[config.mk]
export PLATFORM = sky130hd
export DESIGN_NAME = lcdi2_top
export DESIGN_NICKNAME = d
export VERILOG_FILES = /design/src/hdl/lcdi2_pkg.sv /design/src/hdl/lcdi2_fifo.sv /design/src/hdl/lcdi2_tick.sv /design/src/hdl/lcdi2_top.sv
export SDC_FILE = /design/constraint.sdc
export NUM_CORES = 1
export LEC_CHECK = 0
export ABC_CLOCK_PERIOD_IN_PS = 5800
export BUFFER_PORTS_ARGS = -buffer_cell sky130_fd_sc_hd__buf_2
export CORE_MARGIN = 4
export CORE_UTILIZATION = 50
export DETAILED_ROUTE_END_ITERATION = 8
export PLACE_DENSITY = 0.73
export SLEW_MARGIN = 5
export SYNTH_ARGS = -nofsm -noshare
export SYNTH_HDL_FRONTEND = slang
export SYNTH_HIERARCHICAL = 1
export SYNTH_SLANG_ARGS = --single-unit
[constraint.sdc]
create_clock -name core_clk_i -period 5.8 [get_ports core_clk_i]
set_input_delay 0.87 -clock core_clk_i [delete_from_list [all_inputs] [get_ports core_clk_i]]
set_output_delay 0.87 -clock core_clk_i [all_outputs]
set_load 0.02 [all_outputs]
[src/hdl/lcdi2_pkg.sv]
package lcdi2_pkg;
  // bus address of this port, value arbitrary
  localparam logic [6:0] BUS_ADDR      = 7'h2c;
  // command opcodes, values arbitrary except soft reset
  localparam logic [7:0] CMD_SOFT_RST  = 8'haa;
  localparam logic [7:0] CMD_DISP_DATA = 8'h80;
  localparam logic [7:0] CMD_DRIVE     = 8'h82;
  localparam logic [7:0] CMD_SYS       = 8'h84;
  localparam logic [7:0] CMD_FRAME     = 8'h86;
  localparam logic [7:0] CMD_BLINK     = 8'h88;
  localparam logic [7:0] CMD_LED       = 8'h8a;
  // setting byte fields
  localparam int SYS_OSC_BIT  = 1;
  localparam int SYS_DISP_BIT = 0;
  // top ram address per drive mode
  localparam logic [3:0] TOP_32 = 4'hf;
  localparam logic [3:0] TOP_28 = 4'hd;
  localparam logic [3:0] TOP_24 = 4'hb;
  // led roles of the shared pins, led7 on the lowest shared pin
  localparam logic [7:0] LED_MASK_28 = 8'h0f;
  localparam logic [7:0] LED_MASK_24 = 8'hff;
  localparam int SHARED_LSB = 24;
  // reset values
  localparam logic [1:0] SEL_RST   = 2'h0;
  localparam logic [1:0] FRAME_RST = 2'h0;
  localparam logic [1:0] BLINK_RST = 2'h0;
  // sizes
  localparam int RAM_WORDS  = 16;
  localparam int FIFO_DEPTH = 16;
  localparam int TICK_W     = 22;
  // timing: 10 MHz core clock
  localparam int CLK_HZ = 10_000_000;
  // frame rates in tenths of hertz
  localparam int FRAME_DHZ_0 = 640;
  localparam int FRAME_DHZ_1 = 853;
  localparam int FRAME_DHZ_2 = 1280;
  localparam int FRAME_DHZ_3 = 1706;
  // one common phase is a quarter frame
  localparam int PHASE_CYC_0 = CLK_HZ * 10 / (FRAME_DHZ_0 * 4);
  localparam int PHASE_CYC_1 = CLK_HZ * 10 / (FRAME_DHZ_1 * 4);
  localparam int PHASE_CYC_2 = CLK_HZ * 10 / (FRAME_DHZ_2 * 4);
  localparam int PHASE_CYC_3 = CLK_HZ * 10 / (FRAME_DHZ_3 * 4);
  // blink base step is half of the fastest blink period
  localparam int BLINK_STEP_MS  = 250;
  localparam int BLINK_STEP_CYC = CLK_HZ / 1000 * BLINK_STEP_MS;

  typedef enum logic [2:0] {
    I_IDLE  = 3'b000,
    I_ADDR  = 3'b001,
    I_ACKA  = 3'b010,
    I_RX    = 3'b011,
    I_ACKR  = 3'b100,
    I_TX    = 3'b101,
    I_TXACK = 3'b110
  } lcdi2_i2c_e;

  typedef enum logic [1:0] {
    P_IGN   = 2'b00,
    P_SET   = 2'b01,
    P_RADDR = 2'b10,
    P_DATA  = 2'b11
  } lcdi2_proc_e;

  // one received byte, marked when it opens a command
  typedef struct packed {
    logic       first;
    logic [7:0] data;
  } lcdi2_word_s;
endpackage

[src/hdl/lcdi2_fifo.sv]
`timescale 1ns/1ns
module lcdi2_fifo #(
  parameter int WIDTH = 9,
  parameter int DEPTH = 16
) (
  // clock and control
  input  wire logic             core_clk_i,
  input  wire logic             resetn_i,
  input  wire logic             ce_i,
  // filling side
  input  wire logic             in_valid_i,
  output logic                  in_ready_o,
  input  wire logic [WIDTH-1:0] in_data_i,
  // draining side
  output logic                  out_valid_o,
  input  wire logic             out_ready_i,
  output logic [WIDTH-1:0]      out_data_o
);
  localparam int AW = $clog2(DEPTH);

  // power of two keeps pointer wrap free
  if (DEPTH < 2 || (1 << AW) != DEPTH) begin : g_bad_depth
    $error("fifo depth must be a power of two");
  end

  typedef struct packed {
    logic [DEPTH-1:0][WIDTH-1:0] mem;  // storage words
    logic [AW-1:0]               wr;   // write index
    logic [AW-1:0]               rd;   // read index
    logic [AW:0]                 cnt;  // fill level
  } lcdi2_fifo_s;

  lcdi2_fifo_s st_r;
  lcdi2_fifo_s st_nxt;
  logic        push;
  logic        pop;

  assign in_ready_o  = (st_r.cnt != (AW+1)'(DEPTH));
  assign out_valid_o = (st_r.cnt != '0);
  assign out_data_o  = st_r.mem[st_r.rd];
  assign push        = in_valid_i && in_ready_o;
  assign pop         = out_valid_o && out_ready_i;

  // next state: write, read, level
  always_comb begin
    st_nxt = st_r;
    if (push) begin
      st_nxt.mem[st_r.wr] = in_data_i;
      st_nxt.wr           = st_r.wr + 1'b1;
    end
    if (pop) begin
      st_nxt.rd = st_r.rd + 1'b1;
    end
    st_nxt.cnt = st_r.cnt + {{AW{1'b0}}, push} - {{AW{1'b0}}, pop};
  end

  always_ff @(posedge core_clk_i) begin
    if (!resetn_i) begin
      st_r <= '0;
    end else if (ce_i) begin
      st_r <= st_nxt;
    end
  end
endmodule

[src/hdl/lcdi2_tick.sv]
`timescale 1ns/1ns
module lcdi2_tick #(
  parameter int CW = 22
) (
  // clock and control
  input  wire logic          core_clk_i,
  input  wire logic          resetn_i,
  input  wire logic          ce_i,
  // divider
  input  wire logic          run_i,
  input  wire logic [CW-1:0] limit_i,
  output logic               tick_o
);
  typedef struct packed {
    logic [CW-1:0] cnt;   // cycles into the period
    logic          tick;  // one-cycle pulse per period
  } lcdi2_tick_s;

  lcdi2_tick_s st_r;
  lcdi2_tick_s st_nxt;

  assign tick_o = st_r.tick;

  // held at zero while stopped, so a restart is a full period
  always_comb begin
    st_nxt      = st_r;
    st_nxt.tick = 1'b0;
    if (!run_i) begin
      st_nxt.cnt = '0;
    end else if (st_r.cnt >= limit_i - 1'b1) begin
      st_nxt.cnt  = '0;
      st_nxt.tick = 1'b1;
    end else begin
      st_nxt.cnt = st_r.cnt + 1'b1;
    end
  end

  always_ff @(posedge core_clk_i) begin
    if (!resetn_i) begin
      st_r <= '0;
    end else if (ce_i) begin
      st_r <= st_nxt;
    end
  end
endmodule

[src/hdl/lcdi2_top.sv]
`timescale 1ns/1ns
// Functional notes
// - sda falling, scl high, starts address
// - sda rising, scl high, ends transfer
// - repeated start acts as fresh start
// - sda changes only while scl low
// - bytes eight bits, msb first, ack
// - ack holds sda low whole ack high
// - first byte: address plus direction bit
// - acknowledge only on own address match
// - ram write: command, address, data
// - store at pointer, then advance
// - pointer wraps after mode top address
// - read advance only after acked byte
// - reads continue until master nacks
// - blink modes off, 2, 1, 0.5 hz
// - four frame rates by frame command
// - led bits msb first, one lights
// - select bits give shared pins role
// - 32, 28 or 24 segments, four commons
// - select: 32, 28 plus 4, 24 plus 8
// - ram one lights, columns map commons
// - reset: 64 hz, no blink, off
module lcdi2_top
  import lcdi2_pkg::*;
#(
  parameter int PHASE0 = lcdi2_pkg::PHASE_CYC_0,
  parameter int PHASE1 = lcdi2_pkg::PHASE_CYC_1,
  parameter int PHASE2 = lcdi2_pkg::PHASE_CYC_2,
  parameter int PHASE3 = lcdi2_pkg::PHASE_CYC_3,
  parameter int BLINK_STEP = lcdi2_pkg::BLINK_STEP_CYC
) (
  // clock, reset, enable
  input  wire logic        core_clk_i,
  input  wire logic        resetn_i,
  input  wire logic        ce_i,
  // two-wire bus, data pin open drain
  input  wire logic        scl_i,
  input  wire logic        sda_i,
  output logic             sda_o,
  output logic             sda_oen_o,
  // display pins
  output logic [31:0]      segment_outputs_o,
  output logic [3:0]       common_outputs_o,
  output logic [7:0]       led_outputs_o,
  // status
  output logic             display_on_o,
  output logic             osc_on_o
);
  import lcdi2_pkg::*;

  // dividers must fit the tick counter
  if (PHASE0 < 1 || PHASE1 < 1 || PHASE2 < 1 || PHASE3 < 1 ||
      BLINK_STEP < 1 || BLINK_STEP >= (1 << TICK_W) ||
      PHASE0 >= (1 << TICK_W)) begin : g_bad_div
    $error("divider counts out of range");
  end

  typedef struct packed {
    lcdi2_i2c_e                      i2c;     // bus state
    logic [3:0]                      bitcnt;  // bits in current byte
    logic [7:0]                      shreg;   // shift register
    logic                            rw;      // direction of transfer
    logic                            first;   // next byte opens command
    logic                            mack;    // master acked last byte
    logic                            scl_q;   // previous scl sample
    logic                            sda_q;   // previous sda sample
    logic                            oen;     // low while pulling sda
    logic                            push;    // fifo write strobe
    lcdi2_word_s                     pword;   // word to push
    lcdi2_proc_e                     proc;    // command decoder
    logic [7:0]                      pcmd;    // pending compound cmd
    logic [3:0]                      ptr;     // address pointer
    logic [RAM_WORDS-1:0][7:0]       ram;     // display ram
    logic [1:0]                      sel;     // shared pin select
    logic [1:0]                      frame;   // frame rate code
    logic [1:0]                      blink;   // blink mode
    logic                            osc;     // oscillator on
    logic                            disp;    // display on
    logic [7:0]                      led;     // led data
    logic [1:0]                      phase;   // active common
    logic [1:0]                      bstep;   // blink step count
    logic                            blank;   // blink off half
    logic [31:0]                     seg;     // segment pins
    logic [3:0]                      com;     // common pins
    logic [7:0]                      leds;    // led pins
  } lcdi2_st_s;

  lcdi2_st_s      st_r;
  lcdi2_st_s      st_nxt;
  logic           start_w;   // start or repeated start
  logic           stop_w;    // stop condition
  logic           rise_w;    // scl rising
  logic           fall_w;    // scl falling
  logic           in_ready;  // fifo has room
  logic           out_valid; // fifo holds a byte
  logic           drain_rdy; // decoder may take a byte
  lcdi2_word_s    out_word;  // byte at fifo head
  logic           pop_w;     // byte taken this cycle
  logic           ph_tick;   // common phase step
  logic           bl_tick;   // blink step
  logic [TICK_W-1:0] ph_lim; // phase divider for frame rate

  // top address of the ram for a drive mode
  function automatic logic [3:0] top_addr(input logic [1:0] s);
    if (!s[1]) begin
      return TOP_32;
    end
    return s[0] ? TOP_24 : TOP_28;
  endfunction

  // pointer advance with wrap, also fixes a stale pointer
  function automatic logic [3:0] next_ptr(input logic [3:0] p,
                                          input logic [1:0] s);
    return (p >= top_addr(s)) ? 4'h0 : p + 4'h1;
  endfunction

  // shared pins acting as leds
  function automatic logic [7:0] led_mask(input logic [1:0] s);
    if (!s[1]) begin
      return 8'h00;
    end
    return s[0] ? LED_MASK_24 : LED_MASK_28;
  endfunction

  // bus conditions from synchronous samples
  assign rise_w  = scl_i && !st_r.scl_q;
  assign fall_w  = !scl_i && st_r.scl_q;
  assign start_w = scl_i && st_r.scl_q && st_r.sda_q && !sda_i;
  assign stop_w  = scl_i && st_r.scl_q && !st_r.sda_q && sda_i;

  // decoder waits while a read is in flight, so pointer has one user
  assign drain_rdy = (st_r.i2c != I_TX) && (st_r.i2c != I_TXACK);
  assign pop_w     = out_valid && drain_rdy;

  // received bytes wait here for the decoder
  lcdi2_fifo #(
    .WIDTH ($bits(lcdi2_word_s)),
    .DEPTH (FIFO_DEPTH)
  ) u_fifo (
    .core_clk_i  (core_clk_i),
    .resetn_i    (resetn_i),
    .ce_i        (ce_i),
    .in_valid_i  (st_r.push),
    .in_ready_o  (in_ready),
    .in_data_i   (st_r.pword),
    .out_valid_o (out_valid),
    .out_ready_i (drain_rdy),
    .out_data_o  (out_word)
  );

  // frame rate picks the phase divider
  always_comb begin
    unique case (st_r.frame)
      2'd0: ph_lim = TICK_W'(PHASE0);
      2'd1: ph_lim = TICK_W'(PHASE1);
      2'd2: ph_lim = TICK_W'(PHASE2);
      2'd3: ph_lim = TICK_W'(PHASE3);
    endcase
  end

  lcdi2_tick #(
    .CW (TICK_W)
  ) u_phase (
    .core_clk_i (core_clk_i),
    .resetn_i   (resetn_i),
    .ce_i       (ce_i),
    .run_i      (st_r.osc),
    .limit_i    (ph_lim),
    .tick_o     (ph_tick)
  );

  lcdi2_tick #(
    .CW (TICK_W)
  ) u_blink (
    .core_clk_i (core_clk_i),
    .resetn_i   (resetn_i),
    .ce_i       (ce_i),
    .run_i      (st_r.osc && st_r.blink != 2'd0),
    .limit_i    (TICK_W'(BLINK_STEP)),
    .tick_o     (bl_tick)
  );

  // whole next state: bus, decoder, display
  always_comb begin
    logic       on;
    logic [7:0] lm;  // led role of each shared pin
    on            = 1'b0;
    lm            = 8'h00;
    st_nxt        = st_r;
    st_nxt.scl_q  = scl_i;
    st_nxt.sda_q  = sda_i;
    st_nxt.push   = 1'b0;
    // bus side
    if (start_w) begin
      st_nxt.i2c    = I_ADDR;
      st_nxt.bitcnt = 4'd0;
      st_nxt.oen    = 1'b1;
    end else if (stop_w) begin
      st_nxt.i2c = I_IDLE;
      st_nxt.oen = 1'b1;
    end else begin
      unique case (st_r.i2c)
        I_IDLE: begin
          st_nxt.oen = 1'b1;
        end
        I_ADDR, I_RX: begin
          if (rise_w) begin
            st_nxt.shreg  = {st_r.shreg[6:0], sda_i};
            st_nxt.bitcnt = st_r.bitcnt + 4'd1;
          end
          if (fall_w && st_r.bitcnt == 4'd8) begin
            if (st_r.i2c == I_ADDR) begin
              if (st_r.shreg[7:1] == BUS_ADDR) begin
                st_nxt.rw  = st_r.shreg[0];
                st_nxt.oen = 1'b0;
                st_nxt.i2c = I_ACKA;
              end else begin
                st_nxt.i2c = I_IDLE;
              end
            end else if (in_ready && !st_r.push) begin
              // full fifo answers with no ack
              st_nxt.push  = 1'b1;
              st_nxt.pword = '{first: st_r.first, data: st_r.shreg};
              st_nxt.first = 1'b0;
              st_nxt.oen   = 1'b0;
              st_nxt.i2c   = I_ACKR;
            end else begin
              st_nxt.i2c = I_IDLE;
            end
          end
        end
        I_ACKA: begin
          if (fall_w) begin
            if (st_r.rw) begin
              st_nxt.shreg  = st_r.ram[st_r.ptr];
              st_nxt.oen    = st_r.ram[st_r.ptr][7];
              st_nxt.bitcnt = 4'd1;
              st_nxt.i2c    = I_TX;
            end else begin
              st_nxt.oen    = 1'b1;
              st_nxt.bitcnt = 4'd0;
              st_nxt.first  = 1'b1;
              st_nxt.i2c    = I_RX;
            end
          end
        end
        I_ACKR: begin
          if (fall_w) begin
            st_nxt.oen    = 1'b1;
            st_nxt.bitcnt = 4'd0;
            st_nxt.i2c    = I_RX;
          end
        end
        I_TX: begin
          if (fall_w) begin
            if (st_r.bitcnt == 4'd8) begin
              st_nxt.oen = 1'b1;
              st_nxt.i2c = I_TXACK;
            end else begin
              st_nxt.oen    = st_r.shreg[6];
              st_nxt.shreg  = {st_r.shreg[6:0], 1'b0};
              st_nxt.bitcnt = st_r.bitcnt + 4'd1;
            end
          end
        end
        I_TXACK: begin
          if (rise_w) begin
            st_nxt.mack = !sda_i;
            if (!sda_i) begin
              st_nxt.ptr = next_ptr(st_r.ptr, st_r.sel);
            end
          end
          if (fall_w) begin
            if (st_r.mack) begin
              st_nxt.shreg  = st_r.ram[st_r.ptr];
              st_nxt.oen    = st_r.ram[st_r.ptr][7];
              st_nxt.bitcnt = 4'd1;
              st_nxt.i2c    = I_TX;
            end else begin
              st_nxt.i2c = I_IDLE;
            end
          end
        end
        default: begin
          st_nxt.i2c = I_IDLE;
          st_nxt.oen = 1'b1;
        end
      endcase
    end
    // command decoder
    if (pop_w) begin
      if (out_word.first) begin
        st_nxt.pcmd = out_word.data;
        if (out_word.data == CMD_SOFT_RST) begin
          st_nxt.sel   = SEL_RST;
          st_nxt.frame = FRAME_RST;
          st_nxt.blink = BLINK_RST;
          st_nxt.osc   = 1'b0;
          st_nxt.disp  = 1'b0;
          st_nxt.led   = 8'h00;
          st_nxt.ptr   = 4'h0;
          st_nxt.proc  = P_IGN;
        end else if (out_word.data == CMD_DISP_DATA) begin
          st_nxt.proc = P_RADDR;
        end else if (out_word.data == CMD_DRIVE ||
                     out_word.data == CMD_SYS ||
                     out_word.data == CMD_FRAME ||
                     out_word.data == CMD_BLINK ||
                     out_word.data == CMD_LED) begin
          st_nxt.proc = P_SET;
        end else begin
          st_nxt.proc = P_IGN;
        end
      end else begin
        unique case (st_r.proc)
          P_IGN: begin
            st_nxt.proc = P_IGN;
          end
          P_SET: begin
            st_nxt.proc = P_IGN;
            if (st_r.pcmd == CMD_DRIVE) begin
              st_nxt.sel = out_word.data[1:0];
            end else if (st_r.pcmd == CMD_SYS) begin
              st_nxt.osc  = out_word.data[SYS_OSC_BIT];
              st_nxt.disp = out_word.data[SYS_DISP_BIT];
            end else if (st_r.pcmd == CMD_FRAME) begin
              st_nxt.frame = out_word.data[1:0];
            end else if (st_r.pcmd == CMD_BLINK) begin
              st_nxt.blink = out_word.data[1:0];
            end else begin
              st_nxt.led = out_word.data;
            end
          end
          P_RADDR: begin
            // an address past the top starts at zero
            st_nxt.ptr  = (out_word.data > {4'h0, top_addr(st_r.sel)}) ?
                          4'h0 : out_word.data[3:0];
            st_nxt.proc = P_DATA;
          end
          P_DATA: begin
            st_nxt.ram[st_r.ptr] = out_word.data;
            st_nxt.ptr = next_ptr(st_r.ptr, st_r.sel);
          end
        endcase
      end
    end
    // common phase and blink
    if (ph_tick) begin
      st_nxt.phase = st_r.phase + 2'd1;
    end
    if (st_r.blink == 2'd0) begin
      st_nxt.bstep = 2'd0;
      st_nxt.blank = 1'b0;
    end else if (bl_tick) begin
      st_nxt.bstep = st_r.bstep + 2'd1;
      // toggle every 1, 2 or 4 steps keeps halves equal
      if (st_r.blink == 2'd1 ||
          (st_r.blink == 2'd2 && st_r.bstep[0]) ||
          (st_r.blink == 2'd3 && st_r.bstep == 2'd3)) begin
        st_nxt.blank = !st_r.blank;
      end
    end
    // pin levels, registered for clean outputs
    on         = st_r.disp && st_r.osc && !st_r.blank;
    st_nxt.seg = '0;
    st_nxt.com = '0;
    if (on) begin
      st_nxt.com[st_r.phase] = 1'b1;
      for (int i = 0; i < RAM_WORDS; i++) begin
        st_nxt.seg[2*i]   = st_r.ram[i][st_r.phase];
        st_nxt.seg[2*i+1] = st_r.ram[i][3'd4 + st_r.phase];
      end
    end
    lm = led_mask(st_r.sel);
    for (int k = 0; k < 8; k++) begin
      if (lm[7-k]) begin
        st_nxt.seg[SHARED_LSB+k] = 1'b0;
      end
    end
    st_nxt.leds = st_r.led & led_mask(st_r.sel);
  end

  always_ff @(posedge core_clk_i) begin
    if (!resetn_i) begin
      st_r       <= '0;
      st_r.oen   <= 1'b1;
      st_r.scl_q <= 1'b1;
      st_r.sda_q <= 1'b1;
    end else if (ce_i) begin
      st_r <= st_nxt;
    end
  end

  assign sda_o             = 1'b0;
  assign sda_oen_o         = st_r.oen;
  assign segment_outputs_o = st_r.seg;
  assign common_outputs_o  = st_r.com;
  assign led_outputs_o     = st_r.leds;
  assign display_on_o      = st_r.disp;
  assign osc_on_o          = st_r.osc;
endmodule

# [After elaboration in Yosys (flattened, before gate mapping)]
# Index checks and enable logic that the tools add are counted.
[word_totals] regBits=441 inputBits=5
[classes] magnitude_cmp=14 eq_ne=66 mux=209 n_reduce_logical=72 n_bitwise=5 addsub=12
[ops] operator="$mux 128" n=2
[ops] operator="$mux 148" n=1
[ops] operator="$bwmux 144" n=1
[ops] operator="$bwmux 128" n=1
[ops] operator="$mux 4" n=26
[ops] operator="$eq 8x8->1 const B" n=11
[ops] operator="$mux 22" n=4
[ops] operator="$pmux 22 s4" n=1
[ops] operator="$mux 1" n=79
[ops] operator="$mux 8" n=8
[ops] operator="$mux 15" n=4
[ops] operator="$bmux 1 s3" n=16
[ops] operator="$mux 16" n=3
[ops] operator="$add 22x1->22 const B" n=2
[ops] operator="$mux 10" n=4
[ops] operator="$bmux 9 s4" n=1
[ops] operator="$demux 9 s4" n=1
[ops] operator="$mux 12" n=3
[ops] operator="$mux 36" n=1
[ops] operator="$bmux 1 s2" n=16
[ops] operator="$bmux 8 s4" n=1
[ops] operator="$demux 8 s4" n=1
[ops] operator="$ne 2x2->1 const B" n=16
[ops] operator="$pmux 8 s4" n=1
[ops] operator="63 further kinds" n=174

# [Depth between registers and ports, before layout]
# Gate-level depths: netlist (run 1).
[depth] word_depth=22 depth_mapped=19 mapped_depth_nobuf=17

# [Cells and area by module]
# Netlist (run 1), hierarchy kept.
[modules_own_cells] mod="lcdi2_top" area_each_um2=11833.8 cells_each=1240 n_inst=1
[modules_own_cells] mod="lcdi2_fifo" area_each_um2=7176.9 cells_each=660 n_inst=1
[modules_own_cells] mod="lcdi2_tick (u_blink)" area_each_um2=2357.3 cells_each=291 n_inst=1
[modules_own_cells] mod="lcdi2_tick (u_phase)" area_each_um2=2278.4 cells_each=287 n_inst=1

# [Worst setup path before layout (run 1)]
# OpenSTA, ideal clock, no wires.
[synth_timing] path_kind="flip-flop to flip-flop" from="register st_r[62] (netlist name)" to="register u_phase/st_r[11] (netlist name)" setup_ps=120 arrival_time_ps=4238 path_stages_with_launch=17 synth_period_minus_slack_ps=4358 n_path_buf=1 slack_ps=1442 t_required_ps=5680 cell_sequence="dfxtp_1 inv_1 ha_1 or2_2 or4_1 or3_4 or3_4 nor3_2 xnor2_1 ha_1 nand4_1 nor4_1 a21o_1 a31oi_1 clkbuf_1 and4_1 o31a_1"
[synth_lines] element="end signal, assigned" line="lcdi2_tick.sv:42" text="st_r <= st_nxt;"
[synth_lines] element="end, declared" line="lcdi2_tick.sv:19" text="lcdi2_tick_s st_r;"

==> results of run 1 <==
==> sequential cells by signal, indices dropped and copies added, names as in the netlist, 4 cells and up <==
signal             cells
st_r                 191
u_fifo/st_r          157
segment_outputs_o     32
u_blink/st_r          22
u_phase/st_r          22
led_outputs_o          8
common_outputs_o       4
==> area by class of cell <==
type | instances | share of cell area, %
Multi-Input combinational cell | 1858 | 54.0
Sequential cell | 441 | 34.4
Clock buffer | 65 | 5.31
Tap cell | 607 | 2.95
Timing Repair Buffer | 72 | 1.70
Clock inverter | 22 | 1.03
Inverter | 42 | 0.618
==> cell usage after synthesis, types with 18 or more instances <==
| library cell | instances | area share (%) |
|---|---|---|
| a21oi_1 | 56 | 1.2 |
| nand3b_1 | 21 | 0.67 |
| mux4_2 | 100 | 9.5 |
| mux2i_1 | 258 | 11 |
| a22oi_1 | 58 | 1.8 |
| clkbuf_1 | 125 | 2.0 |
| and3_1 | 21 | 0.56 |
| nand2_1 | 315 | 5.0 |
| nor2_1 | 132 | 2.1 |
| buf_2 | 30 | 0.63 |
| ha_1 | 78 | 4.1 |
| nor4_1 | 18 | 0.48 |
| nor3_1 | 35 | 0.74 |
| dfxtp_1 | 441 | 37 |
| a31oi_1 | 24 | 0.63 |
| nand4_1 | 42 | 1.1 |
| xnor2_1 | 38 | 1.4 |
| nor2b_1 | 28 | 0.74 |
| buf_4 | 54 | 1.7 |
| o21ai_0 | 92 | 1.9 |
| nand3_1 | 145 | 3.1 |
| inv_1 | 39 | 0.62 |
| nand2b_1 | 37 | 0.98 |
==> layout by cell type (no fill, tap or decap), types with 9 or more instances in the layout <==
master,netlist,layout
nand4b_1,14,14
and2_1,16,16
nor3_2,9,10
and3_1,21,21
mux2i_1,258,258
a31oi_1,24,24
or3_1,16,16
nand3_1,145,145
o31ai_1,13,13
nor3_1,35,34
nor2b_1,28,28
o31a_1,9,9
and4_1,11,11
nand4_1,42,42
o21ai_0,92,92
nor2_4,12,12
nand2_1,315,315
nor2_1,132,132
buf_4,54,21
xnor2_1,38,38
clkinv_2,0,12
inv_1,39,37
a22oi_1,58,58
dfxtp_1,441,437
conb_1,2,88
nor4_1,18,17
clkbuf_16,0,49
ha_1,78,78
buf_2,30,49
xor2_1,12,12
a21oi_1,56,56
a41o_1,10,10
nand3b_1,21,21
o21ai_1,9,9
nand2b_1,37,37
mux4_2,100,100
==> through the flow <==
| stage | setup slack [ns] | utilization (%) | cell area, um2 |
|---|---|---|---|
| after floorplan | 1.44 | - | 24000 |
| after global placement | 0.989 | 51.6 | 24100 |
| final | 0.708 | 55.1 | 25700 |
| after detailed placement | 0.811 | 51.6 | 24100 |
| after global routing | 0.393 | 55.1 | 25700 |
| after CTS | 0.757 | 55.1 | 25700 |
==> worst paths after layout <==
kind	startpoint	endpoint	slack (ns)	cells after the start
worst max-delay path	st_r[62]$_SDFFE_PN0P_	u_phase/st_r[20]$_SDFFE_PN0P_	0.71	15
worst min-delay path	u_fifo/st_r[144]$_SDFFE_PN0P_	u_fifo/st_r[144]$_SDFFE_PN0P_	0.46	2
worst max register to register	st_r[62]$_SDFFE_PN0P_	u_phase/st_r[20]$_SDFFE_PN0P_	0.71	15
worst min register to register	u_fifo/st_r[144]$_SDFFE_PN0P_	u_fifo/st_r[144]$_SDFFE_PN0P_	0.46	2
==> metal layers <==
metal	GRT usage, %	vias up	part of all wire, %
li1	-	8874	-
met1	32.5	9164	45
met2	38.3	628	47
met3	3.24	123	5.5
met4	7.71	0	2.6
met5	0	-	0
==> critical path: stages (launching register included) <==
cell	delay, ns
dfxtp_1	0.39
inv_1	0.10
ha_1	0.23
or2_2	0.38
or4_1	0.59
or3_4	0.37
or3_4	0.36
nor3_2	0.19
xnor2_1	0.09
ha_1	0.30
nand4_1	0.20
nor4_1	0.12
a21o_1	0.18
a31oi_1	0.72
nand2_1	0.34
o311ai_0	0.42
==> where the power goes <==
group	internal [uW]	switching (uW)	leakage [uW]	total [uW]
Clock	1880	1280	0.000803	3160
Sequential	3060	74.4	0.00355	3130
Combinational	265	358	0.00466	623
Total	5200	1710	0.00902	6910
==> cells by family (layout without fill, tap and decap cells) <==
kind of cell	Yosys count	after routing	share of synthesized area [%]
flip-flops	441	441	37.3
other	2	88	0.0318
XOR/XNOR	50	50	1.85
multiplexers	359	359	20.5
AO/OA/AOI/OAI	349	349	9.92
buffers and inverters	265	201	5.32
AND/OR/NAND/NOR	933	933	20.8
adder cells (fa/ha/maj)	79	79	4.21
==> results.md, run 1 <==
- Outcome: finished clean
- Crit path kind: reg2reg
- Ant diodes: 0
- Mean post-synth cell area: 9.54 um2
- Post-CTS Setup Bufs: 0
- Mapped Area: 23,600 um2
- H-tree depth: 2
- CORE AREA: 46,700 um2
- Vias: 18,800
- PD cells: 269 nW/um2
- Fraction of registers with async set/reset: 0%
- # fillers: 4,064
- Leak: 0.00902 uW
- PortBufs: 51
- Die span in y: 225 um
- EDFF count, synth: 0
- Share of layout cells above drive strength 1: 13.0%
- Worst rel slew slack: 20.4%
- Initial antenna violation count: 0
- MaxCap Viol Count: 0
- Non-filler cells in the finished layout: 3,107
- CTS tree: built
- Root Driver: clkbuf_16
- Maximum vdd drop: 0.195 mV
- Routed WL: 60,500 um
- Drt drc: 0
- Placer Congestion: 0.874
- Setup-failing EPs final: 0
- Final ANT Viol Nets: 0
- Sequential area share after synthesis: 37.3%
- Total power: 6910 uW
- CTS max path bufs: 3
- Hold slack: 0.456 ns
- Cts hold-fix bufs: 0
- Largest net degree at the start of global routing: 172
- 1st-iter DRT viols: 2,122
- CTS resizes: 0
- Fin. Hold Viols: 0
- Synth-to-Final Area Change: 8.75%
- Placed insts: 3,020
- Vias per cell: 6.05
- Fmax: 0.196 GHz
- Crit-path max FO: 12
- Worst-Margin Slew: 1.19 ns
- GRT Util Overall: 23.5%
- Drt pass-1 iters: 5
- Initial core utilization: 50.7%
- Sequential cell area: 8830 um2
- TritonCTS Sinks: 441
- Minimum clock period: 5.09 ns
- Area occupied by multi-input gates: 13,900 um2
- Clock-pin slew on the worst setup and hold paths: 0.06 ns
- Period utilisation layout: 87.8%
- CTS Buf Count: 48
- Register bit total from synthesis: 441
- FP Rows: 79
- DR WL/cell: 19.5 um
- IO Pins: 53
- HPWL Detailed: 40,800 um
- Nets: 2,547
- Worst-Skew Late Latency: 0.59 ns
- Netlist cell types: 95
- Startpoint Class: register
- Sum of negative setup slack: 0 ns
- First-pass GRT wire length: 98,600 um
- Setup crit end kind: register
- Die area: 50,800 um2
- HP Class: reg2reg
- Synth Instances: 2,478
- Vias in the first global route: 18,300
- Synth Warn #: 6
- Req. time, crit path: 6.27 ns
- Grt ovf: 0
- Worst Skew: 0.0114 ns
- Top_reg_cell synth: dfxtp_1
- RSZ-0062 raised after global routing: false
- Fin. max-slew vios: 0
- Worst EP arrival: 5.56 ns
- Die Width: 225 um
Note: power is estimated with default switching activity, not from simulation.
==> run 2: changes to the inputs <==
--- a/config.mk
+++ b/config.mk
@@ -9,6 +9,7 @@
 export BUFFER_PORTS_ARGS = -buffer_cell sky130_fd_sc_hd__buf_2
 export CORE_MARGIN = 4
 export CORE_UTILIZATION = 50
+export CTS_BUF_LIST = sky130_fd_sc_hd__clkbuf_8
 export DETAILED_ROUTE_END_ITERATION = 8
 export PLACE_DENSITY = 0.73
 export SLEW_MARGIN = 5
==> results.md, run 2 (synthesis gave the netlist of run 1 again) <==
- Worst R2R Setup Slack: 0.69 ns (was 0.71 ns)
- Max reg flops: 191 (unchanged)
- Grt ovf: 0 (unchanged)
- Worst hold path startpoint: u_fifo/st_r[44]$_SDFFE_PN0P_ (was u_fifo/st_r[144]$_SDFFE_PN0P_)
- Vias in the first global route: 18,700 (was 18,300)
- Hold slack: 0.451 ns (was 0.456 ns)
- RSZ-0062 raised after global routing: false (unchanged)
- Fin. max-slew vios: 0 (unchanged)
- Worst rel slew slack: 17.7% (was 20.4%)
- PD cells: 262 nW/um2 (was 269 nW/um2)
- Worst EP arrival: 5.65 ns (was 5.56 ns)
- Final ANT Viol Nets: 0 (unchanged)
- Util after Layout: 55.1% (about the same)
- Worst R2R Start: st_r[62]$_SDFFE_PN0P_ (unchanged)
- Nets: 2,575 (was 2,547)
- Largest net degree at the start of global routing: 172 (unchanged)
- Die area: 50,800 um2 (unchanged)
- Die Width: 225 um (unchanged)
- Startpoint Class: register (unchanged)
- Clock-pin slew on the worst setup and hold paths: 0.06 ns (about the same)
- Post-CTS Setup Bufs: 0 (unchanged)
- Leak: 0.00914 uW (was 0.00902 uW)
- Share of layout cells above drive strength 1: 14.3% (was 13.0%)
- Worst-Margin Slew: 1.23 ns (was 1.19 ns)
- Fmax: 0.196 GHz (about the same)
- CORE AREA: 46,700 um2 (unchanged)
- GRT Util Overall: 23.7% (was 23.5%)
- Setup crit end kind: register (unchanged)
- Most Crowded Layer GR: met2 (unchanged)
- Sum of negative setup slack: 0 ns (unchanged)
- R2r endpoint: u_phase/st_r[20]$_SDFFE_PN0P_ (unchanged)
- Most common cell after layout, fill and taps aside: dfxtp_1 (unchanged)
- HP Class: reg2reg (unchanged)
- MaxCap Viol Count: 0 (unchanged)
- Biggest register: st_r (unchanged)
- Placer Congestion: 0.874 (unchanged)
- Worst Hold Path EP: u_fifo/st_r[44]$_SDFFE_PN0P_ (was u_fifo/st_r[144]$_SDFFE_PN0P_)
- Most frequent cells in the layout: 437 x dfxtp_1, 315 x nand2_1, 258 x mux2i_1, 145 x nand3_1, 132 x nor2_1 (unchanged)
- R2R depth: 15 (unchanged)
- CTS resizes: 0 (unchanged)
- Die span in y: 225 um (unchanged)
- Crit path kind: reg2reg (unchanged)
- Setup-failing EPs final: 0 (unchanged)
- Crit-path max FO: 12 (unchanged)
- Worst-Skew Late Latency: 0.66 ns (was 0.59 ns)
- CTS max path bufs: 3 (unchanged)
- Period utilisation layout: 88.1% (was 87.8%)
- Cts hold-fix bufs: 0 (unchanged)
- TritonCTS Sinks: 441 (unchanged)
- Initial antenna violation count: 0 (unchanged)
- Final instance area: 25,700 um2 (about the same)
- CTS Buf Count: 76 (was 48)
- HPWL Detailed: 40,800 um (unchanged)
- Minimum clock period: 5.11 ns (was 5.09 ns)
- Met2 Use GR: 38.2% (was 38.3%)
- Worst Skew: 0.0305 ns (was 0.0114 ns)
- Routed WL: 61,000 um (was 60,500 um)
- DR WL/cell: 19.3 um (was 19.5 um)
- PortBufs: 51 (unchanged)
- 1st-iter DRT viols: 2,032 (was 2,122)
- Outcome: finished clean (unchanged)
- Grt met3 use: 3.86% (was 3.24%)
- IO Pins: 53 (unchanged)
- FP Rows: 79 (unchanged)
- First-pass GRT wire length: 98,800 um (was 98,600 um)
- Fin. Hold Viols: 0 (unchanged)
- Drt drc: 0 (unchanged)
- Met1 Use GR: 32.2% (was 32.5%)
- Vias per cell: 6.04 (was 6.05)
- Drt pass-1 iters: 5 (unchanged)
- Initial core utilization: 50.7% (unchanged)
- Synth-to-Final Area Change: 8.69% (was 8.75%)
- CTS tree: built (unchanged)
- Root Driver: clkbuf_8 (was clkbuf_16)
- Vias: 19,100 (was 18,800)
- H-tree depth: 3 (was 2)
- Req. time, crit path: 6.34 ns (was 6.27 ns)
- Maximum vdd drop: 0.242 mV (was 0.195 mV)
- Placed Area: 24,100 um2 (unchanged)
- Hold path cells: 2 (unchanged)
==> run 2: report_power, final <==
part | internal [uW] | switching [uW]
clock | 1650 | 1320
sequential | 3060 | 74.4
combinational | 266 | 362
total | 4970 | 1760
==> run 2: layer usage <==
layer | wire, um | part of all wire [%]
met1 | 26600 | 44
met5 | 0 | 0
met2 | 28700 | 47
met3 | 3900 | 6.4
met4 | 1730 | 2.8
==> run 2: cell type report <==
class | count | area, um2
inverters | 42 | 159
flip-flops and latches | 441 | 8830
fillers | 4058 | 21000
clock inverters | 43 | 279
diodes | 1 | 2.50
clock buffers | 97 | 1340
well taps | 607 | 759
multi-input cells | 1858 | 13900
repair buffers | 72 | 438
==> run 2: how the worst max path moves through the flow <==
stage,slack [ns],endpoint,cells past startpoint,from
2_1_floorplan,1.44,u_phase/st_r[11]$_SDFFE_PN0P_,16,st_r[62]$_SDFFE_PN0P_
3_5_place_dp,0.81,u_phase/st_r[20]$_SDFFE_PN0P_,15,st_r[62]$_SDFFE_PN0P_
5_1_grt,0.41,u_phase/st_r[20]$_SDFFE_PN0P_,15,st_r[62]$_SDFFE_PN0P_
6_report,0.69,u_phase/st_r[20]$_SDFFE_PN0P_,15,st_r[62]$_SDFFE_PN0P_
4_1_cts,0.77,u_phase/st_r[20]$_SDFFE_PN0P_,15,st_r[62]$_SDFFE_PN0P_
3_3_place_gp,0.99,u_phase/st_r[20]$_SDFFE_PN0P_,15,st_r[62]$_SDFFE_PN0P_
==> run 2: critical path, cell delays in order (launching register included) <==
cell,delay (ns)
dfxtp_1,0.39
inv_1,0.10
ha_1,0.23
or2_2,0.38
or4_1,0.59
or3_4,0.37
or3_4,0.36
nor3_2,0.19
xnor2_1,0.09
ha_1,0.30
nand4_1,0.20
nor4_1,0.12
a21o_1,0.18
a31oi_1,0.74
nand2_1,0.35
o311ai_0,0.41
==> run 2: metrics by stage <==
step	instances	setup WS, ns	power, uW
finish	3161	0.691	6720
global route	3160	0.414	6980
CTS	3160	0.768	6770
detailed placement	3020	0.811	3820
global placement	3020	0.989	3790
floorplan	2564	1.44	3690
